$ cat config.mk
export PLATFORM = sky130hd
export DESIGN_NAME = wecs_top
export DESIGN_NICKNAME = d
export VERILOG_FILES = /design/src/hw/wecs_event_latch.v /design/src/hw/wecs_delay_timer.v /design/src/hw/wecs_top.v
export VERILOG_INCLUDE_DIRS = /design/src /design/src/hw
export SDC_FILE = /design/constraint.sdc
export NUM_CORES = 1
export LEC_CHECK = 0
export BUFFER_PORTS_ARGS = -buffer_cell sky130_fd_sc_hd__clkbuf_2
export CAP_MARGIN = 30
export CORE_UTILIZATION = 31
export CTS_CLUSTER_SIZE = 28
export DETAILED_ROUTE_END_ITERATION = 12
export PLACE_DENSITY = 0.48
export REMOVE_ABC_BUFFERS = 1
export SYNTH_ARGS = -nofsm -noshare
export SYNTH_HDL_FRONTEND = slang
export SYNTH_SLANG_ARGS = --single-unit
export TNS_END_PERCENT = 50
$ cat constraint.sdc
create_clock -name SYS_CLK_I -period 4.21 [get_ports SYS_CLK_I]
set_input_delay 0 -clock SYS_CLK_I [delete_from_list [all_inputs] [get_ports SYS_CLK_I]]
set_output_delay 0 -clock SYS_CLK_I [all_outputs]
set_load 0.05 [all_outputs]
$ cat src/hw/wecs_defines.vh
// Constants for the wake and event capture block: register offsets,
// field positions, reset values and mode codes.
// Assumes inclusion by bare name from each design file that needs it.
`ifndef WECS_DEFINES_VH
`define WECS_DEFINES_VH

// ==========================================================
// Register offsets (7-bit register address)
`define WECS_ADDR_SYS_EN 7'h04
`define WECS_ADDR_TRX_EN 7'h23
`define WECS_ADDR_BF_EN 7'h32
`define WECS_ADDR_WK_EN 7'h4c
`define WECS_ADDR_SUMMARY 7'h60
`define WECS_ADDR_SYS_ST 7'h61
`define WECS_ADDR_TRX_ST 7'h63
`define WECS_ADDR_WK_ST 7'h64
`define WECS_ADDR_BF_ST 7'h65
`define WECS_ADDR_DEV_ID 7'h7e

// ==========================================================
// Field positions of status and enable registers
`define WECS_SYS_PWRON 4
`define WECS_SYS_THERM 2
`define WECS_SYS_SERIAL 1
`define WECS_TRX_FRAME_ERR 5
`define WECS_TRX_BUS_WAKE 4
`define WECS_TRX_SILENCE 3
`define WECS_TRX_FAULT 0
`define WECS_BF_DOM_TOUT 1
`define WECS_BF_REC_CLAMP 0
`define WECS_WK_RISE 1
`define WECS_WK_FALL 0
`define WECS_SUM_SYS 0
`define WECS_SUM_TRX 1
`define WECS_SUM_BF 2
`define WECS_SUM_WK 3

// Writable bits of each enable register
`define WECS_SYS_EN_MASK 8'h06
`define WECS_TRX_EN_MASK 8'h19
`define WECS_BF_EN_MASK 8'h03
`define WECS_WK_EN_MASK 8'h03

// ==========================================================
// Reset values
`define WECS_EN_RESET 8'h00
`define WECS_ZERO_BYTE 8'h00

// ==========================================================
// Device mode codes and transceiver supply-check mode
`define WECS_MODE_SLEEP 3'h1
`define WECS_MODE_STANDBY 3'h4
`define WECS_MODE_NORMAL 3'h7
`define WECS_TRX_MODE_UV 2'h1

// Valid serial clock counts per frame
`define WECS_SPI_CNT_A 6'h10
`define WECS_SPI_CNT_B 6'h18
`define WECS_SPI_CNT_C 6'h20

`endif

$ cat src/hw/wecs_event_latch.v
// One event status register: sticky, write-one-to-clear bits.
// Assumes event pulses and clear masks synchronous to the clock.
`timescale 1ns/1ns

module wecs_event_latch #(
    parameter WIDTH = 8
) (
    input wire clk_i,
    input wire rst_i,
    input wire [WIDTH-1:0] event_i,
    input wire [WIDTH-1:0] enable_i,
    input wire [WIDTH-1:0] clear_i,
    output wire [WIDTH-1:0] status_o,
    output wire captured_o,
    output wire cleared_o
);
    reg [WIDTH-1:0] status_q;
    wire [WIDTH-1:0] set_w;

    assign set_w = event_i & enable_i;
    assign status_o = status_q;
    assign captured_o = |set_w;
    assign cleared_o = |(clear_i & status_q);

    // ==========================================================
    // Per-bit latch; a set in the clearing cycle wins
    genvar b;
    generate
        for (b = 0; b < WIDTH; b = b + 1) begin : g_bit
            always @(posedge clk_i) begin
                if (rst_i) begin
                    status_q[b] <= 1'b0;
                end else if (set_w[b]) begin
                    status_q[b] <= 1'b1;
                end else if (clear_i[b]) begin
                    status_q[b] <= 1'b0;
                end
            end
        end
    endgenerate
endmodule

$ cat src/hw/wecs_delay_timer.v
// Event delay timer: counts down from a load value, restartable.
// Assumes a one-cycle start pulse.
`timescale 1ns/1ns

module wecs_delay_timer #(
    parameter CYCLES = 1000,
    parameter WIDTH = 16
) (
    input wire clk_i,
    input wire rst_i,
    input wire start_i,
    output wire busy_o
);
    reg [WIDTH-1:0] count_q;

    assign busy_o = (count_q != {WIDTH{1'b0}});

    always @(posedge clk_i) begin
        if (rst_i) begin
            count_q <= {WIDTH{1'b0}};
        end else if (start_i) begin
            count_q <= CYCLES[WIDTH-1:0];
        end else if (busy_o) begin
            count_q <= count_q - {{(WIDTH-1){1'b0}}, 1'b1};
        end
    end
endmodule

$ cat src/hw/wecs_top.v
// Wake and event capture: latches wake-up and interrupt events, signals
// them on the receive-data pin or the inhibit output, guards sleep entry.
// Assumes a serial-port decoder presenting a byte register port and
// event detectors giving one-cycle pulses, all on SYS_CLK_I.
`timescale 1ns/1ns
`include "wecs_defines.vh"

module wecs_top #(
    parameter EVENT_DELAY_CYCLES = 1000,
    parameter DELAY_WIDTH = 16,
    // Arbitrary identification value
    parameter [7:0] DEVICE_IDENTIFICATION = 8'h5a
) (
    input wire SYS_CLK_I,
    input wire RESET_I,
    input wire [6:0] REG_ADDR_I,
    input wire REG_WR_I,
    input wire REG_RD_I,
    input wire [7:0] REG_WDATA_I,
    input wire MODE_REQ_VALID_I,
    input wire [2:0] MODE_REQ_I,
    input wire SPI_FRAME_DONE_I,
    input wire [5:0] SPI_CLK_COUNT_I,
    input wire LOCKED_WRITE_I,
    input wire BATTERY_SUPPLY_OK_I,
    input wire IO_SUPPLY_OK_I,
    input wire TRX_STANDBY_I,
    input wire TRX_ACTIVE_I,
    input wire [1:0] TRX_MODE_SELECT_I,
    input wire BUS_WAKE_I,
    input wire WAKE_PIN_I,
    input wire TEMP_WARN_I,
    input wire FRAME_ERR_OVF_I,
    input wire BUS_SILENCE_I,
    input wire TXD_DOM_TIMEOUT_I,
    input wire VCC_UNDERVOLT_I,
    input wire RXD_REC_CLAMP_I,
    input wire BUS_DOM_TIMEOUT_I,
    input wire BUS_REC_CLAMP_I,
    output reg [7:0] REG_RDATA_O,
    output reg [2:0] DEVICE_MODE_O,
    output reg RXD_LOW_O,
    output reg INHIBIT_O
);
    // ==========================================================
    // Device mode state
    localparam ST_SLEEP = 3'b001;
    localparam ST_STANDBY = 3'b010;
    localparam ST_NORMAL = 3'b100;

    reg [2:0] mode_q;
    reg [2:0] mode_d;
    wire in_sleep;
    wire in_normal;

    assign in_sleep = mode_q[0];
    assign in_normal = mode_q[2];

    // ==========================================================
    // Enable registers and edge history
    reg [7:0] sys_en_q;
    reg [7:0] trx_en_q;
    reg [7:0] bf_en_q;
    reg [7:0] wk_en_q;
    reg por_q;
    reg battery_prev_q;
    reg wake_prev_q;
    reg wake_prev_valid_q;
    reg temp_prev_q;

    // ==========================================================
    // Register port decode
    wire wr_sys_en = REG_WR_I && (REG_ADDR_I == `WECS_ADDR_SYS_EN);
    wire wr_trx_en = REG_WR_I && (REG_ADDR_I == `WECS_ADDR_TRX_EN);
    wire wr_bf_en = REG_WR_I && (REG_ADDR_I == `WECS_ADDR_BF_EN);
    wire wr_wk_en = REG_WR_I && (REG_ADDR_I == `WECS_ADDR_WK_EN);
    wire [7:0] clr_sys = REG_WDATA_I & {8{REG_WR_I && (REG_ADDR_I == `WECS_ADDR_SYS_ST)}};
    wire [7:0] clr_trx = REG_WDATA_I & {8{REG_WR_I && (REG_ADDR_I == `WECS_ADDR_TRX_ST)}};
    wire [7:0] clr_bf = REG_WDATA_I & {8{REG_WR_I && (REG_ADDR_I == `WECS_ADDR_BF_ST)}};
    wire [7:0] clr_wk = REG_WDATA_I & {8{REG_WR_I && (REG_ADDR_I == `WECS_ADDR_WK_ST)}};

    // ==========================================================
    // Event qualification
    wire spi_count_bad = SPI_FRAME_DONE_I && (SPI_CLK_COUNT_I != `WECS_SPI_CNT_A)
        && (SPI_CLK_COUNT_I != `WECS_SPI_CNT_B) && (SPI_CLK_COUNT_I != `WECS_SPI_CNT_C);
    wire mode_code_bad = MODE_REQ_VALID_I && (MODE_REQ_I != `WECS_MODE_SLEEP)
        && (MODE_REQ_I != `WECS_MODE_STANDBY) && (MODE_REQ_I != `WECS_MODE_NORMAL);
    wire ev_serial = ~in_sleep && (spi_count_bad || mode_code_bad || LOCKED_WRITE_I);
    wire ev_pwron = por_q || (BATTERY_SUPPLY_OK_I && ~battery_prev_q);
    wire ev_therm = in_normal && TEMP_WARN_I && ~temp_prev_q;
    wire ev_trx_fault = ~in_sleep && (TXD_DOM_TIMEOUT_I
        || (VCC_UNDERVOLT_I && (TRX_MODE_SELECT_I == `WECS_TRX_MODE_UV))
        || (RXD_REC_CLAMP_I && TRX_ACTIVE_I));
    wire ev_dom = ~in_sleep && BUS_DOM_TIMEOUT_I;
    wire ev_rec = ~in_sleep && BUS_REC_CLAMP_I;
    wire ev_rise = wake_prev_valid_q && WAKE_PIN_I && ~wake_prev_q;
    wire ev_fall = wake_prev_valid_q && ~WAKE_PIN_I && wake_prev_q;

    wire [7:0] sys_ev;
    wire [7:0] trx_ev;
    wire [7:0] bf_ev;
    wire [7:0] wk_ev;
    wire [7:0] sys_cap_en;
    wire [7:0] trx_cap_en;

    assign sys_ev = ({7'h00, ev_pwron} << `WECS_SYS_PWRON) | ({7'h00, ev_therm} << `WECS_SYS_THERM)
        | ({7'h00, ev_serial} << `WECS_SYS_SERIAL);
    assign trx_ev = ({7'h00, FRAME_ERR_OVF_I} << `WECS_TRX_FRAME_ERR)
        | ({7'h00, BUS_WAKE_I} << `WECS_TRX_BUS_WAKE)
        | ({7'h00, BUS_SILENCE_I} << `WECS_TRX_SILENCE)
        | ({7'h00, ev_trx_fault} << `WECS_TRX_FAULT);
    assign bf_ev = ({7'h00, ev_dom} << `WECS_BF_DOM_TOUT) | ({7'h00, ev_rec} << `WECS_BF_REC_CLAMP);
    assign wk_ev = ({7'h00, ev_rise} << `WECS_WK_RISE) | ({7'h00, ev_fall} << `WECS_WK_FALL);
    // Power-on and frame-error overflow cannot be masked
    assign sys_cap_en = sys_en_q | (8'h01 << `WECS_SYS_PWRON);
    assign trx_cap_en = trx_en_q | (8'h01 << `WECS_TRX_FRAME_ERR);

    // ==========================================================
    // Status registers
    wire [7:0] sys_st;
    wire [7:0] trx_st;
    wire [7:0] bf_st;
    wire [7:0] wk_st;
    wire cap_sys;
    wire cap_trx;
    wire cap_bf;
    wire cap_wk;
    wire clr_hit_sys;
    wire clr_hit_trx;
    wire clr_hit_bf;
    wire clr_hit_wk;

    wecs_event_latch #(.WIDTH(8)) u_sys (
        .clk_i(SYS_CLK_I),
        .rst_i(RESET_I),
        .event_i(sys_ev),
        .enable_i(sys_cap_en),
        .clear_i(clr_sys),
        .status_o(sys_st),
        .captured_o(cap_sys),
        .cleared_o(clr_hit_sys)
    );

    wecs_event_latch #(.WIDTH(8)) u_trx (
        .clk_i(SYS_CLK_I),
        .rst_i(RESET_I),
        .event_i(trx_ev),
        .enable_i(trx_cap_en),
        .clear_i(clr_trx),
        .status_o(trx_st),
        .captured_o(cap_trx),
        .cleared_o(clr_hit_trx)
    );

    wecs_event_latch #(.WIDTH(8)) u_bf (
        .clk_i(SYS_CLK_I),
        .rst_i(RESET_I),
        .event_i(bf_ev),
        .enable_i(bf_en_q),
        .clear_i(clr_bf),
        .status_o(bf_st),
        .captured_o(cap_bf),
        .cleared_o(clr_hit_bf)
    );

    wecs_event_latch #(.WIDTH(8)) u_wk (
        .clk_i(SYS_CLK_I),
        .rst_i(RESET_I),
        .event_i(wk_ev),
        .enable_i(wk_en_q),
        .clear_i(clr_wk),
        .status_o(wk_st),
        .captured_o(cap_wk),
        .cleared_o(clr_hit_wk)
    );

    wire any_capture = cap_sys | cap_trx | cap_bf | cap_wk;
    wire any_clear = clr_hit_sys | clr_hit_trx | clr_hit_bf | clr_hit_wk;
    wire [7:0] summary;
    assign summary = ({7'h00, |sys_st} << `WECS_SUM_SYS) | ({7'h00, |trx_st} << `WECS_SUM_TRX)
        | ({7'h00, |bf_st} << `WECS_SUM_BF) | ({7'h00, |wk_st} << `WECS_SUM_WK);
    wire pending = |summary;

    // ==========================================================
    // Event delay timer
    wire delay_busy;

    wecs_delay_timer #(.CYCLES(EVENT_DELAY_CYCLES), .WIDTH(DELAY_WIDTH)) u_delay (
        .clk_i(SYS_CLK_I),
        .rst_i(RESET_I),
        .start_i(any_clear),
        .busy_o(delay_busy)
    );

    // ==========================================================
    // Mode control and sleep guard
    wire wake_src_enabled = trx_en_q[`WECS_TRX_BUS_WAKE] | wk_en_q[`WECS_WK_RISE] | wk_en_q[`WECS_WK_FALL];
    // A capture in the request cycle also blocks sleep, else it would be missed
    wire sleep_ok = wake_src_enabled && ~pending && ~any_capture;

    always @* begin
        mode_d = mode_q;
        case (mode_q)
            ST_SLEEP: begin
                if (any_capture) begin
                    mode_d = ST_STANDBY;
                end else if (MODE_REQ_VALID_I && (MODE_REQ_I == `WECS_MODE_STANDBY)) begin
                    mode_d = ST_STANDBY;
                end else if (MODE_REQ_VALID_I && (MODE_REQ_I == `WECS_MODE_NORMAL)) begin
                    mode_d = ST_NORMAL;
                end
            end
            ST_STANDBY, ST_NORMAL: begin
                if (MODE_REQ_VALID_I) begin
                    case (MODE_REQ_I)
                        `WECS_MODE_SLEEP: mode_d = sleep_ok ? ST_SLEEP : ST_STANDBY;
                        `WECS_MODE_STANDBY: mode_d = ST_STANDBY;
                        `WECS_MODE_NORMAL: mode_d = ST_NORMAL;
                        default: mode_d = mode_q;
                    endcase
                end
            end
            default: mode_d = ST_STANDBY;
        endcase
    end

    // ==========================================================
    // Pin signalling: held off while the timer batches new events
    wire signal_state = TRX_STANDBY_I || ~in_normal;
    wire rxd_low_d = IO_SUPPLY_OK_I && signal_state && pending && ~delay_busy && ~any_clear;

    always @(posedge SYS_CLK_I) begin
        if (RESET_I) begin
            mode_q <= ST_STANDBY;
            DEVICE_MODE_O <= `WECS_MODE_STANDBY;
            INHIBIT_O <= 1'b1;
            RXD_LOW_O <= 1'b0;
        end else begin
            mode_q <= mode_d;
            DEVICE_MODE_O <= mode_d[0] ? `WECS_MODE_SLEEP : (mode_d[2] ? `WECS_MODE_NORMAL : `WECS_MODE_STANDBY);
            INHIBIT_O <= ~mode_d[0];
            RXD_LOW_O <= rxd_low_d;
        end
    end

    // ==========================================================
    // Enable registers, edge history, read data
    always @(posedge SYS_CLK_I) begin
        if (RESET_I) begin
            sys_en_q <= `WECS_EN_RESET;
            trx_en_q <= `WECS_EN_RESET;
            bf_en_q <= `WECS_EN_RESET;
            wk_en_q <= `WECS_EN_RESET;
            por_q <= 1'b1;
            battery_prev_q <= 1'b1;
            wake_prev_q <= 1'b0;
            wake_prev_valid_q <= 1'b0;
            temp_prev_q <= 1'b0;
            REG_RDATA_O <= `WECS_ZERO_BYTE;
        end else begin
            por_q <= 1'b0;
            battery_prev_q <= BATTERY_SUPPLY_OK_I;
            wake_prev_q <= WAKE_PIN_I;
            wake_prev_valid_q <= 1'b1;
            temp_prev_q <= TEMP_WARN_I;
            if (wr_sys_en) begin
                sys_en_q <= REG_WDATA_I & `WECS_SYS_EN_MASK;
            end
            if (wr_trx_en) begin
                trx_en_q <= REG_WDATA_I & `WECS_TRX_EN_MASK;
            end
            if (wr_bf_en) begin
                bf_en_q <= REG_WDATA_I & `WECS_BF_EN_MASK;
            end
            if (wr_wk_en) begin
                wk_en_q <= REG_WDATA_I & `WECS_WK_EN_MASK;
            end
            if (REG_RD_I) begin
                case (REG_ADDR_I)
                    `WECS_ADDR_SYS_EN: REG_RDATA_O <= sys_en_q;
                    `WECS_ADDR_TRX_EN: REG_RDATA_O <= trx_en_q;
                    `WECS_ADDR_BF_EN: REG_RDATA_O <= bf_en_q;
                    `WECS_ADDR_WK_EN: REG_RDATA_O <= wk_en_q;
                    `WECS_ADDR_SUMMARY: REG_RDATA_O <= summary;
                    `WECS_ADDR_SYS_ST: REG_RDATA_O <= sys_st;
                    `WECS_ADDR_TRX_ST: REG_RDATA_O <= trx_st;
                    `WECS_ADDR_WK_ST: REG_RDATA_O <= wk_st;
                    `WECS_ADDR_BF_ST: REG_RDATA_O <= bf_st;
                    `WECS_ADDR_DEV_ID: REG_RDATA_O <= DEVICE_IDENTIFICATION;
                    default: REG_RDATA_O <= `WECS_ZERO_BYTE;
                endcase
            end
        end
    end
endmodule

After elaboration in Yosys (flattened, before gate mapping)
Cells that the tools add are included.
{"block": "totals", "ff_bits": 78, "latchBits": 0, "ramBits": 0, "rom_bits": 0, "inputBits": 47, "output_inout_bits": 13, "wordCells": 288, "memories": 0}
{"block": "classes", "add_sub_neg": 1, "multipliers": 0, "div": 0, "n_lt_le_gt_ge": 0, "eq_ne": 26, "n_shift": 0, "n_mux": 78, "bitwise_logic": 41, "n_reduce_logical": 92}
{"op": "$reduce_or A8 Y1", "count": 13}
{"op": "$pmux W8 S10", "count": 1}
{"op": "$mux W1", "count": 66}
{"op": "$reduce_bool A2 Y1", "count": 33}
{"op": "$and A8 B8 Y8", "count": 8}
{"op": "$eq A7 B7 Y1 const B", "count": 7}
{"op": "$logic_and A1 B1 Y1", "count": 35}
{"op": "$mux W10", "count": 2}
{"op": "$reduce_bool A16 Y1", "count": 1}
{"op": "$sub A16 B1 Y16 const B", "count": 1}
{"op": "$mux W3", "count": 5}
{"op": "$eq A7 B6 Y1 const B", "count": 2}
{"op": "$ne A6 B5 Y1 const B", "count": 2}
{"op": "$not A1 Y1", "count": 11}
{"op": "$eq A3 B3 Y1 const B", "count": 3}
{"op": "$pmux W3 S3", "count": 1}
{"op": "$ne A4 B4 Y1 const B", "count": 2}
{"op": "$or A1 B1 Y1", "count": 8}
{"op": "$eq A7 B3 Y1 const B", "count": 1}
{"op": "$and A6 B6 Y6", "count": 1}
{"op": "$eq A3 B1 Y1 const B", "count": 2}
{"op": "$logic_or A1 B1 Y1", "count": 6}
{"op": "$ne A3 B3 Y1 const B", "count": 2}
{"op": "$ne A6 B6 Y1 const B", "count": 1}
{"op": "other kinds (19)", "count": 24}

Longest topological paths before layout
Gate-level depths: netlist of the first run.
{"block": "depth", "word_depth": 21, "mapped_depth": 8, "depth_no_buf": 8}

By module
A second synthesis of the first run with hierarchy kept.
{"block": "unflattened", "hier_cells": 545, "area_unflattened_um2": 4423.0}
{"module": "wecs_top", "instances": 1, "cells_per_inst": 277, "area_per_inst_um2": 2169.6, "seq_area_each_um2": 580.6}
{"module": "wecs_event_latch", "instances": 4, "cells_per_inst": 41, "area_per_inst_um2": 340.3, "seq_area_each_um2": 160.2}
{"module": "wecs_delay_timer", "instances": 1, "cells_per_inst": 104, "area_per_inst_um2": 892.1, "seq_area_each_um2": 320.3}

Least setup slack after synthesis of the first run
No wires, ideal clock.
{"block": "synth_path", "path_kind": "register to register", "start": "register u_trx.status_q[4], in the netlist u_trx.status_o[4]", "end": "register mode_q[1]", "setup_time_ps": 117, "arrival_ps": 1721, "required_ps": 4093, "setup_slack_ps": 2372, "stages_incl_launch_ff": 6, "n_path_buf": 0, "synth_period_minus_slack_ps": 1838, "cell_sequence": "dfxtp_1 > or4_4 > nor3_2 > nand2b_1 > or4_4 > a22o_1"}
{"block": "synth_via", "elab_chain_cells": 12}
{"item": "from (decl)", "line": "wecs_event_latch.v:17", "rtl": "reg [WIDTH-1:0] status_q;"}
{"item": "from (signal, indexed assignment)", "line": "wecs_event_latch.v:32", "rtl": "status_q[b] <= 1'b0;"}
{"item": "from (signal, indexed assignment)", "line": "wecs_event_latch.v:34", "rtl": "status_q[b] <= 1'b1;"}
{"item": "from (signal, indexed assignment)", "line": "wecs_event_latch.v:36", "rtl": "status_q[b] <= 1'b0;"}
{"item": "$reduce_or A8 Y1", "line": "wecs_top.v:180", "rtl": "assign summary = ({7'h00, |sys_st} << `WECS_SUM_SYS) | ({7'h00, |trx_st} << `WECS_SUM_TRX)"}
{"item": "$or A1 B2 Y2", "line": "wecs_top.v:180"}
{"item": "$or A2 B3 Y3", "line": "wecs_top.v:180"}
{"item": "$or A3 B4 Y4", "line": "wecs_top.v:180"}
{"item": "$reduce_or A8 Y1", "line": "wecs_top.v:182", "rtl": "wire pending = |summary;"}
{"item": "$not A1 Y1", "line": "wecs_top.v:199", "rtl": "wire sleep_ok = wake_src_enabled && ~pending && ~any_capture;"}
{"item": "$logic_and A1 B1 Y1 (2 in a row)", "line": "wecs_top.v:199"}
{"item": "$mux W2", "line": "wecs_top.v:216", "rtl": "`WECS_MODE_SLEEP: mode_d = sleep_ok ? ST_SLEEP : ST_STANDBY;"}
{"item": "$pmux W3 S3", "line": "wecs_top.v:215", "rtl": "case (MODE_REQ_I)"}
{"item": "$mux W3", "line": "wecs_top.v:214", "rtl": "if (MODE_REQ_VALID_I) begin"}
{"item": "$pmux W3 S2", "line": "wecs_top.v:203", "rtl": "case (mode_q)"}
{"item": "to (signal assigned)", "line": "wecs_top.v:239", "rtl": "mode_q <= mode_d;"}
{"item": "to (decl)", "line": "wecs_top.v:51", "rtl": "reg [2:0] mode_q;"}
No other way between the ends. The select of a mux whose other input is x is not followed.
A chain may end at the register's enable or synchronous reset.

Worst setup path after layout of the first run
{"block": "layout_path", "start": "register u_delay.count_q[0]", "end": "register u_delay.count_q[9]"}
{"block": "layout_via", "elab_chain_cells": 3, "word_cells_on_any_way": 5, "cone_classes": "add/sub: 1; mux: 2; reduce/logical: 2"}
{"item": "from (decl)", "line": "wecs_delay_timer.v:14", "rtl": "reg [WIDTH-1:0] count_q;"}
{"item": "from (signal assigned)", "line": "wecs_delay_timer.v:20", "rtl": "count_q <= {WIDTH{1'b0}};"}
{"item": "from (signal assigned)", "line": "wecs_delay_timer.v:22", "rtl": "count_q <= CYCLES[WIDTH-1:0];"}
{"item": "from (signal assigned)", "line": "wecs_delay_timer.v:24", "rtl": "count_q <= count_q - {{(WIDTH-1){1'b0}}, 1'b1};"}
{"item": "$sub A16 B1 Y16", "line": "wecs_delay_timer.v:24"}
{"item": "$mux W10", "line": "wecs_delay_timer.v:23", "rtl": "end else if (busy_o) begin"}
{"item": "$mux W10", "line": "wecs_delay_timer.v:21", "rtl": "end else if (start_i) begin"}
Parallel ways exist; a longest one is shown, timed or not. The select of a mux whose other input is x is not followed.

==> metrics.md, run 1 <==
| Metric | Value |
|---|---|
| Area grow syn2layout | 20.02% |
| Power per cell area | 404.0 nW/µm² |
| Startpoint type of the worst setup path | register |
| # DRC | 0 |
| Synth area leader | dfxtp_1 |
| GRT overflow | 0 |
| GPL Wtd Cong | 0.8718 |
| Sequential element share of the synthesized area | 39.59% |
| # setup viols final | 0 |
| Max-cap viol count | 0 |
| CP Capture Type | register |
| CTS Buf Count | 5 |
| First-pass GRT wire length | about 12 mm |
| Clk_skew | roughly 0.0095 ns |
| Hold WC Path Type | in2reg |
| Tmin final | around 2.2 ns |
| Post-route ant nets | 0 |
| Max VDD drop | 143.5 µV |
| Synth unique cells | 56 |
| Insertion delay to the later sink of the worst-skew pair | 0.31 ns |
| Antenna diode count | 0 |
| Tot GR Track Use | roughly 16% |
| Initial Util | 31.89% |
| Post-CTS sizing | 0 |
| Worst path slowest cell | nand4_1 |
| Vias per cell | 5.212 |
| Int Pwr | 0.8807 mW |
| Top cells by area, synth | dfxtp_1 40%, nand2_1 5.1%, a21oi_1 4.9% |
| Async SR Flop Fraction | 0% |
| Core area | 8721 µm² |
| Worst-path clk slew | 0.10 ns |
| Worst path max stage delay | roughly 0.44 ns |
| CTS root buffer | clkbuf_8 |
| Cells after Synth | 335 |
| Avg Cell Area, Syn | 8.303 µm² |
| Mapped cell area | 2781 µm² |
| Cells after DPL | 485 |
| Reg2Reg Setup Slack | 2.01 ns |
| Die area | 9355 µm² |
| # rows | 34 |
| Fmax achieved | about 0.45 GHz |
| Die Wd | 96.72 µm |
| Leak pwr | 1.357 nW |
| EDFF count, synth | 0 |
| Num ports | 60 |
| Synth warnings | 0 |
| NumNets Final | 444 |
| # Post-CTS Setup Buffers | 0 |
| Required time worst endpoint | 4.41 ns |
| Layout cells sized above 1 | a little under a fifth |
| Worst path arrival time | ~2.4 ns |
| Max FO, Critical Path | 9 |
| CP Class | reg2reg |
| Final Hold Vio Count | 0 |
| Hold_buf cts | 12 |
| Initial antenna violation count | 0 |
| Reg power frac | 47.7% |
| HP Start | TRX_STANDBY_I |
| Status | complete, no violations |
| TritonRoute pass-1 iters | 4 |
| Worst reg-to-reg path cell count | 8 |
| Worst R2R Start | u_delay.count_q[0] |
| CP cell instances | inv_1 -> ha_1 -> nor4b_1 -> nand4_1 -> nand4_1 -> nor2_1 -> xnor2_1 -> a21oi_1 |
| P_sw | 0.4679 mW |
| H-tree depth | 2 |
| Die height | 96.72 µm |
| Most frequent CP cell | nand4_1 |
| Combinational power share | 30.4% |
| Period utilisation layout | 52.24% |
| Final std cells w/o fill | 505 |
| Synthesis-stage register bit count | 55 |
| Post-synth top area share | 39.59% |
| Vias in the first global route | 2612 |
| Iter 0 DRT Violations | 84 |
| Clk buf depth | 2 |
| Largest net degree at the start of global routing | 36 |
| Clk sinks | 55 |
| Worst-Margin Slew | 0.5640 ns |
| Hold depth | 3 |
| CTS tree | built |
| WL final | between 7 and 8 mm |
| Port bufs | 56 |
| Vias post-DR | 2632 |
| Final Slew Violations | 0 |
| Worst Setup SP | u_delay.count_q[0] |
| Primary FF master, synth | dfxtp_1 |
| Avg WL per Cell | 14.15 µm |
| Relative slew slack | between 60% and 70% |
| Fin Setup TNS | 0 ns |
| Sw frac | 34.69% |
| Post-DP HPWL | 5.312 mm |
| Unrepaired setup endpoints after global routing | no |
| Clock power share | 21.9% |
==> logic make-up (layout without fill, tap and decap cells) <==
family / after synthesis / in the layout / share of synthesized area (%)
AOI/OAI and AO/OA: 77 / 77 / 17.45
other: 1 / 1 / 0.1348
adders and majority gates: 1 / 1 / 0.4498
xor gates and xnor gates: 14 / 14 / 4.409
and+or+nand+nor: 151 / 151 / 28.66
DFF: 55 / 55 / 39.59
buffers and inverters: 22 / 84 / 3.509
muxes: 14 / 14 / 5.803
==> sequential cells by signal, summed over array words and instances (netlist names) <==
signal	cells
u_delay.count_q	16
mode_q	3
bf_en_q	2
u_trx.status_o	4
sys_en_q	2
battery_prev_q	1
DEVICE_MODE_O	3
trx_en_q	3
temp_prev_q	1
u_sys.status_o	3
por_q	1
wk_en_q	2
u_bf.status_o	2
REG_RDATA_O	7
wake_prev_valid_q	1
wake_prev_q	1
RXD_LOW_O	1
u_wk.status_o	2
==> metal layers <==
| metal | routed length [µm] | vias to the layer above | global-route usage, % |
|---|---|---|---|
| met5 | 0 | - | 0 |
| met4 | 145 | 0 | 6.200 |
| met3 | 269 | 10 | 3.179 |
| met2 | 3443 | 50 | 27.25 |
| met1 | 3286 | 1224 | 19.53 |
| li1 | - | 1348 | - |
==> metrics by stage <==
step           worst slack (ns)  utilization, %  cell area [µm²]  hold WS, ns  total power [mW]
2_1_floorplan             2.372               -             2710      0.02772            0.9467
3_3_place_gp              2.031           35.93             3133       0.2119             1.050
3_5_place_dp              1.982           35.93             3133       0.2166             1.058
4_1_cts                   1.961           38.28             3338     0.003096             1.365
5_1_grt                   1.731           38.28             3338      0.03229             1.457
6_report                  2.011           38.28             3338      0.01723             1.349
==> Yosys cell counts (2+ instances only) <==
cell        n
dfxtp_1    55
nand2_1    38
nor2_1     36
a21oi_1    27
o21ai_0    13
clkbuf_1    9
mux2i_1     9
nand4_1     9
nor3_1      9
nand3_1     8
nor2b_1     8
a22oi_1     7
inv_1       7
xnor2_1     7
xor2_1      7
nand3b_1    5
nor4_1      5
o21ai_1     5
and3_1      4
mux2_2      4
nand2b_1    4
nand4b_1    4
a211oi_1    3
a221oi_1    3
and2_1      3
buf_2       3
buf_4       3
nor4b_1     3
o211ai_1    3
or3_1       3
a2111oi_0   2
a31oi_1     2
and3b_1     2
and4b_1     2
or4_4       2
==> power by group through the flow <==
| stage | sequential, mW | clock [mW] | combinational [mW] |
|---|---|---|---|
| after global routing | 0.653 | 0.335 | 0.469 |
| final | 0.643 | 0.296 | 0.410 |
| after floorplan | 0.649 | 0 | 0.298 |
| after detailed placement | 0.655 | 0 | 0.403 |
| after global placement | 0.655 | 0 | 0.395 |
| after CTS | 0.644 | 0.308 | 0.414 |
==> final timing paths <==
path	end
setup / recovery	u_delay.count_q[9]
hold / removal	RXD_LOW_O
setup reg to reg	u_delay.count_q[9]
hold reg to reg	REG_RDATA_O[5]
==> cells in the final DEF (no fill, tap or decap), types with 2 or more instances in the layout <==
cell type and instances:
nand3_1 8, dlygate4sd3_1 12, a31oi_1 2, nor4b_1 3
nand4b_1 4, o21ai_0 13, a22oi_1 7, dfxtp_1 55
a21oi_1 27, a221oi_1 3, clkbuf_2 56, nand4_1 9
o211ai_1 3, nand2_1 38, nor4_1 5, mux2_2 4
nor3_1 9, clkbuf_8 5, or4_4 2, nand3b_1 5
xor2_1 7, xnor2_1 7, and3b_1 2, and2_1 3
o21ai_1 5, mux2i_1 9, and4b_1 2, nand2b_1 4
and3_1 4, a2111oi_0 2, or3_1 3, a211oi_1 3
nor2_1 36, inv_1 7, nor2b_1 8
==> cell type report <==
type                    count  area (µm²)
inverters                   7       26.28
clock buffers               6       72.57
well taps                 108       135.1
clock inverters             2       12.51
repair buffers             69       407.9
flip-flops and latches     55        1101
fillers                   909        5383
multi-input cells         258        1583
==> worst max-delay path, delay by kind of cell, from the launching register on <==
kind | cells | cell delay [ns]
AO/OA/AOI/OAI | 1 | 0.08
buffers and inverters | 1 | 0.07
XOR/XNOR | 1 | 0.14
flip-flops | 1 | 0.35
adder cells (fa/ha/maj) | 1 | 0.16
AND/OR/NAND/NOR | 4 | 1.30
No activity file was read; power rests on OpenSTA's default activity.
==> run 2, diff against run 1 <==
--- a/config.mk
+++ b/config.mk
@@ -6,6 +6,7 @@
 export SDC_FILE = /design/constraint.sdc
 export NUM_CORES = 1
 export LEC_CHECK = 0
+export ABC_AREA = 1
 export BUFFER_PORTS_ARGS = -buffer_cell sky130_fd_sc_hd__clkbuf_2
 export CAP_MARGIN = 30
 export CORE_UTILIZATION = 31
==> constraint.sdc (replaced) <==
create_clock -name SYS_CLK_I -period 2.2 [get_ports SYS_CLK_I]
set_input_delay 0 -clock SYS_CLK_I [delete_from_list [all_inputs] [get_ports SYS_CLK_I]]
set_output_delay 0 -clock SYS_CLK_I [all_outputs]
set_load 0.05 [all_outputs]
==> run 2 against run 1 <==
Sequential power is 96% higher. Sequential share of layout area is 2.4 points lower. Worst hold slack worse by 0.0084 ns. Global-route usage is 0.62 points higher. Maximum frequency is 13% higher. Flip-flop and latch count stayed put.
==> metrics.md, run 2 <==
| Metric | Value |
|---|---|
| Num ports | 60 (unchanged) |
| First-pass GRT wire length | 13.03 mm (+6.4%) |
| H-tree depth | 2 (unchanged) |
| # fillers | 1031 (+13%) |
| Vias per cell | 4.611 (-12%) |
| Post-route ant nets | 0 (unchanged) |
| # DRC | 0 (unchanged) |
| CP Class | reg2reg |
| Vias in the first global route | 2784 (+6.6%) |
| WL final | 7.946 mm (+11%) |
| DP Area | 3407 µm² (+8.7%) |
| Synthesis-stage register bit count | 55 (unchanged) |
| Iter 0 DRT Violations | 86 (+2.4%) |
| Synth Area in Compound Gates | 10.56% (-6.9 points) |
| Worst-path clk slew | 0.11 ns (about the same) |
| Die Wd | 100.5 µm (+3.9%) |
| Post-Synth XOR/XNOR Area | 3.202% (-1.2 points) |
| Commonest cells after routing, fill and taps aside | 96 x nand2_1, 75 x nor2_1, 61 x inv_1 |
| Die height | 100.5 µm (+3.9%) |
| Worst-Margin Slew | 0.5124 ns (-0.05163 ns) |
| Avg WL per Cell | 12.26 µm (-13%) |
| Top cells by area, synth | dfxtp_1 37%, nand2_1 12%, nor2_1 9.4% |
| Fin Setup TNS | 0 ns (unchanged) |
| Worst hold slack | 0.008849 ns (-0.008385 ns) |
| Unrepaired setup endpoints after global routing | no |
| Fin util | 38.63% (+0.35 points) |
| Relative slew slack | 65.76% (+3.9 points) |
| CTS Buf Count | 5 (unchanged) |
| Final Hold Vio Count | 0 (unchanged) |
| Max reg flops | 16 (unchanged) |
| TritonRoute pass-1 iters | 4 (unchanged) |
| Leak pwr | 1.640 nW (+21%) |
| Status | complete, no violations |
| GPL Wtd Cong | 0.7978 (-8.5%) |
| Top cells by count, synth | 96 x nand2_1, 75 x nor2_1, 61 x inv_1, 55 x dfxtp_1, 34 x a21oi_1 |
| Most frequent cell after synthesis | nand2_1 |
| Post-synthesis mux area share | 0% (-5.8 points) |
| # Post-CTS Setup Buffers | 0 (unchanged) |
| Power per cell area | 908.9 nW/µm² (+120%) |
| Top reg by flops | u_delay.count_q |
| Clk_skew | 0.01769 ns (+0.008151 ns) |
| Tmin final | 1.951 ns (-0.2486 ns) |
| Worst R2R Start | u_delay.count_q[0] |
| Core area | 9328 µm² (+7.0%) |
| Max-cap viol count | 0 (unchanged) |
| Vias post-DR | 2988 (+14%) |
| Area of the multi-input gates | 1617 µm² (+2.1%) |
| Area grow syn2layout | 19.75% |
| Largest family of logic cells by synthesized area | simple AND/OR/NAND/NOR gates |
| Tot GR Track Use | 16.53% (+0.62 points) |
| CTS tree | built |
| Hold WC Path Type | in2reg |
| Final Slew Violations | 0 (unchanged) |
| Post-route cell area | 3603 µm² (+7.9%) |
| Primary FF master, synth | dfxtp_1 |
| CTS root buffer | clkbuf_8 |
| Fmax achieved | 0.5126 GHz (+13%) |
| Register area | 1101 µm² (unchanged) |
| EDFF count, synth | 0 (unchanged) |
| Max VDD drop | 403.2 µV (+180%) |
| Async SR Flop Fraction | 0% (unchanged) |
| Synth unique cells | 33 (-41%) |
| Die area | 10110 µm² (+8.0%) |
| Startpoint type of the worst setup path | register |
| Cells after Synth | 456 (+36%) |
| Sequential element share of the synthesized area | 36.59% (-3.0 points) |
| Commonest non-fill, non-tap cell in the layout | nand2_1 |
| Initial antenna violation count | 0 (unchanged) |
| Synth warnings | 0 (unchanged) |
| Clk buf depth | 2 (unchanged) |
| Post-Synth Adder-Cell Area | 0.4158% (-0.034 points) |
| Largest net degree at the start of global routing | 30 (-17%) |
| Layout cells sized above 1 | 18.11% (-0.53 points) |
| Clk sinks | 55 (unchanged) |
| Initial Util | 32.26% (+0.37 points) |
| Port bufs | 56 (unchanged) |
| Simple-gate area share of the yosys netlist | 39.42% (+11 points) |
| Worst Setup SP | u_delay.count_q[0] |
| Max FO, Critical Path | 6 (-3) |
| GRT overflow | 0 (unchanged) |
| HP Start | BUS_SILENCE_I |
| # rows | 35 (+2.9%) |
| Final WS setup | 0.2492 ns (-1.761 ns) |
| NumNets Final | 567 (+28%) |
| Required time worst endpoint | 2.40 ns (-2.01 ns) |
| Synth area leader | dfxtp_1 |
| DP Worst Slack | 0.2606 ns (-1.721 ns) |
| Worst path arrival time | 2.15 ns (-0.25 ns) |
| Post-DP HPWL | 6.200 mm (+17%) |
| # setup viols final | 0 (unchanged) |
| Mapped cell area | 3009 µm² (+8.2%) |
| Insertion delay to the later sink of the worst-skew pair | 0.32 ns (about the same) |
| Antenna diode count | 0 (unchanged) |
| Post-synth top area share | 36.59% (-3.0 points) |
| CP Capture Type | register |
| Period utilisation layout | 88.67% (+36 points) |
| Avg Cell Area, Syn | 6.599 µm² (-21%) |
run 2: repair_timing:
action	in CTS	in global routing
hold buffers	9	0
resized for setup	0	0
hold endpoints to repair	9	0
run 2: worst max-delay path: stages, from the launching register on:
cell     delay (ns)
dfxtp_1        0.35
inv_1          0.13
ha_1           0.20
inv_1          0.07
nor2_2         0.16
inv_1          0.09
nor2_1         0.19
nand4_2        0.21
inv_1          0.21
nor2_1         0.06
nor2_1         0.10
nor2_1         0.04
run 2: cell families (layout without fill, tap and decap cells):
group                      count (synthesis)  in the layout
AOI/OAI and AO/OA                         62             62
xor gates and xnor gates                  11             11
adders and majority gates                  1              1
other                                      1              1
DFF                                       55             55
buffers and inverters                     73            136
and+or+nand+nor                          253            253
run 2: per-layer routing:
metal  routed length, µm  GRT usage (%)  vias up
li1                    -              -     1580
met1                3775          21.07     1348
met2                3739          28.45       49
met3                 306          2.913       11
met4                 125          5.017        0
met5                   0              0        -
run 2: area by class of cell:
type                    count  share of cell area, %
clock buffers               5                  1.910
clock inverters             2                  1.042
inverters                  62                  6.458
multi-input cells         328                  44.86
flip-flops and latches     55                  30.56
well taps                 129                  4.479
repair buffers             67                  10.69
run 2: final timing paths:
kind / depth (start not counted) / to / slack (ns)
max: 11 / u_delay.count_q[5] / 0.25
min: 3 / u_trx.status_o[3] / 0.009
max reg2reg: 11 / u_delay.count_q[5] / 0.25
min reg2reg: 2 / REG_RDATA_O[3] / 0.47
run 2: power by group:
| group | total [mW] | internal [mW] | switching (mW) |
|---|---|---|---|
| Clock | 0.680 | 0.334 | 0.347 |
| Sequential | 1.26 | 1.14 | 0.119 |
| Combinational | 1.34 | 0.532 | 0.806 |
run 2: through the flow:
step,power (mW),instances
finish,3.275,648
detailed placement,2.619,632
global placement,2.614,632
floorplan,2.319,445
global route,3.560,648
CTS,3.322,648
==> run 3, diff against run 2 <==
--- a/config.mk
+++ b/config.mk
@@ -7,7 +7,7 @@
 export NUM_CORES = 1
 export LEC_CHECK = 0
 export ABC_AREA = 1
-export BUFFER_PORTS_ARGS = -buffer_cell sky130_fd_sc_hd__clkbuf_2
+export BUFFER_PORTS_ARGS = -buffer_cell sky130_fd_sc_hd__buf_2
 export CAP_MARGIN = 30
 export CORE_UTILIZATION = 31
 export CTS_CLUSTER_SIZE = 28
==> run 3 against run 2 <==
First-iteration DRC count up 80%. Critical endpoint is now u_delay.count_q[3]. Largest power group unchanged. Worst hold slack improved by 0.00063 ns. Maximum frequency rose by 0.53%.
==> metrics.md, run 3 (synthesis gave the netlist of run 2 again) <==
| Metric | Value |
|---|---|
| # rows | 35 (unchanged) |
| # DRC | 0 (unchanged) |
| Max-cap viol count | 0 (unchanged) |
| Required time worst endpoint | 2.39 ns (about the same) |
| Worst Setup SP | u_delay.count_q[0] |
| Num ports | 60 (unchanged) |
| Leak pwr | 1.652 nW (+0.73%) |
| First-pass GRT wire length | 13.13 mm (+0.79%) |
| Initial Util | 32.26% (unchanged) |
| CP cell instances | inv_1 -> ha_1 -> inv_1 -> nor2_2 -> inv_1 -> nor2_1 -> nand4_2 -> inv_1 -> nor3_1 -> nor2_1 -> nor2_1 |
| Cells after DPL | 632 (unchanged) |
| Initial antenna violation count | 0 (unchanged) |
| NumNets Final | 567 (unchanged) |
| Clk buf depth | 2 (unchanged) |
| Insertion delay to the later sink of the worst-skew pair | 0.30 ns (-0.02 ns) |
| Grt met1 use | 21.85% (+0.78 points) |
| Die height | 100.5 µm (unchanged) |
| Vias post-DR | 2978 (-0.33%) |
| Worst reg-to-reg path cell count | 11 (unchanged) |
| Iter 0 DRT Violations | 155 (+80%) |
| WL final | 7.902 mm (-0.55%) |
| Worst path max stage delay | 0.35 ns (about the same) |
| Max VDD drop | 395.5 µV (-1.9%) |
| Fin Setup TNS | 0 ns (unchanged) |
| CP bufs+invs | 4 (unchanged) |
| Area grow syn2layout | 20.62% |
| Most frequent CP cell | inv_1 |
| Unrepaired setup endpoints after global routing | no |
| Critical path's top delay family | simple AND/OR/NAND/NOR gates |
| Startpoint type of the worst setup path | register |
| Max reg flops | 16 (unchanged) |
| H-tree depth | 2 (unchanged) |
| GPL Wtd Cong | 0.7984 (about the same) |
| Antenna diode count | 0 (unchanged) |
| Final std cells w/o fill | 649 (+0.15%) |
| Worst path slowest cell | dfxtp_1 |
| Busiest grt layer | met2 |
| Met3 usage | 2.705% (-0.21 points) |
| Post-route ant nets | 0 (unchanged) |
| Tot GR Track Use | 16.52% (about the same) |
| CP Depth | 11 (unchanged) |
| GRT overflow | 0 (unchanged) |
| Largest net degree at the start of global routing | 30 (unchanged) |
| Vias per cell | 4.589 (-0.49%) |
| # setup viols final | 0 (unchanged) |
| Port bufs | 56 (unchanged) |
| Avg WL per Cell | 12.18 µm (-0.71%) |
| Critical R2R Capture | u_delay.count_q[3] |
| Max FO, Critical Path | 6 (unchanged) |
| Relative slew slack | 63.46% (-2.3 points) |
| Clk_skew | 0.007016 ns (-0.01067 ns) |
| Status | complete, no violations |
| Fmax achieved | 0.5153 GHz (+0.53%) |
| Die Wd | 100.5 µm (unchanged) |
| Tmin final | 1.940 ns (-0.01036 ns) |
| Commonest non-fill, non-tap cell in the layout | nand2_1 |
| Worst-path clk slew | 0.10 ns (about the same) |
| CTS root buffer | clkbuf_8 |
| HP Start | REG_RD_I |
| Reg2Reg Setup Slack | 0.26 ns (about the same) |
| Die area | 10110 µm² (unchanged) |
| Core area | 9328 µm² (unchanged) |
| Commonest cells after routing, fill and taps aside | 96 x nand2_1, 75 x nor2_1, 61 x inv_1 |
| Final Slew Violations | 0 (unchanged) |
| # Post-CTS Setup Buffers | 0 (unchanged) |
| TritonRoute pass-1 iters | 4 (unchanged) |
| CTS Buf Count | 5 (unchanged) |
| Clk sinks | 55 (unchanged) |
| Period utilisation layout | 88.20% (-0.47 points) |
| Post-DP HPWL | 6.195 mm (about the same) |
| Top reg by flops | u_delay.count_q |
| Worst R2R Start | u_delay.count_q[0] |
| CP Capture Type | register |
| CP Class | reg2reg |
| Layout cells sized above 1 | 18.08% (-0.035 points) |
| M2 GR Usage | 28.24% (-0.21 points) |
| Power per cell area | 932.5 nW/µm² (+2.6%) |
| CP endpoint | u_delay.count_q[3] |
| Worst-Margin Slew | 0.5468 ns (+0.03439 ns) |
| Vias in the first global route | 2721 (-2.3%) |
| Hold WC Path Type | in2reg |
| Worst path arrival time | 2.13 ns (-0.02 ns) |
| CTS tree | built |
| Final Hold Vio Count | 0 (unchanged) |
## run 3: cell count changes in the layout (fill, tap and decap cells not counted), sizes merged
cell / delta
buf: +56
clkbuf: -55
bufinv: +1
clkinvlp: -1
## run 3: per-layer routing
metal | part of all wire, % | wire, µm
met1 | 49 | 3851
met2 | 47 | 3689
met3 | 3.8 | 303
met4 | 0.73 | 58
met5 | 0 | 0
## run 3: worst reg2reg max path, stage by stage, from the launching register on
cell and delay [ns]:
dfxtp_1 0.35, inv_1 0.13, ha_1 0.20, inv_1 0.07, nor2_2 0.17, inv_1 0.09
nor2_1 0.19, nand4_2 0.21, inv_1 0.21, nor3_1 0.07, nor2_1 0.10, nor2_1 0.05
## run 3: timing repair
item	4_1_cts	5_1_grt
endpoints found under the hold margin	9	0
hold buffers	9	0
gates resized for setup	0	0
## run 3: cell type report
| type | count | area (µm²) |
|---|---|---|
| sequential | 55 | 1101 |
| clock inverter | 2 | 60.06 |
| inverter | 62 | 232.7 |
| clock buffer | 6 | 72.57 |
| timing repair buffer | 67 | 385.4 |
| multi-input combinational | 328 | 1617 |
| tap | 129 | 161.4 |
| fill | 1044 | 5698 |
## run 3: metrics by stage
stage          power, mW  cell area, µm²  hold WS, ns  util, %  setup slack (ns)
2_1_floorplan      2.319            2950      0.02772        -            0.5717
3_3_place_gp       2.614            3407       0.1842    36.53            0.3257
6_report           3.385            3630     0.009484    38.91            0.2596
4_1_cts            3.428            3630     0.006716    38.91            0.2308
3_5_place_dp       2.617            3407       0.1898    36.53            0.2634
5_1_grt            3.680            3630      0.01862    38.91           0.04693
## run 3: report_power, final
group	internal, mW	switching, mW	total, mW	leakage [nW]
combinational	0.533	0.809	1.34	1.14
clock	0.455	0.334	0.789	0.0654
sequential	1.14	0.116	1.25	0.448
## run 3: worst min-delay path by stage
| stage | to | depth (start not counted) |
|---|---|---|
| after floorplan | por_q | 0 |
| after global routing | trx_en_q[4] | 3 |
| final | REG_RDATA_O[1] | 3 |
| after global placement | battery_prev_q | 3 |
| after detailed placement | battery_prev_q | 3 |
| after CTS | REG_RDATA_O[1] | 3 |
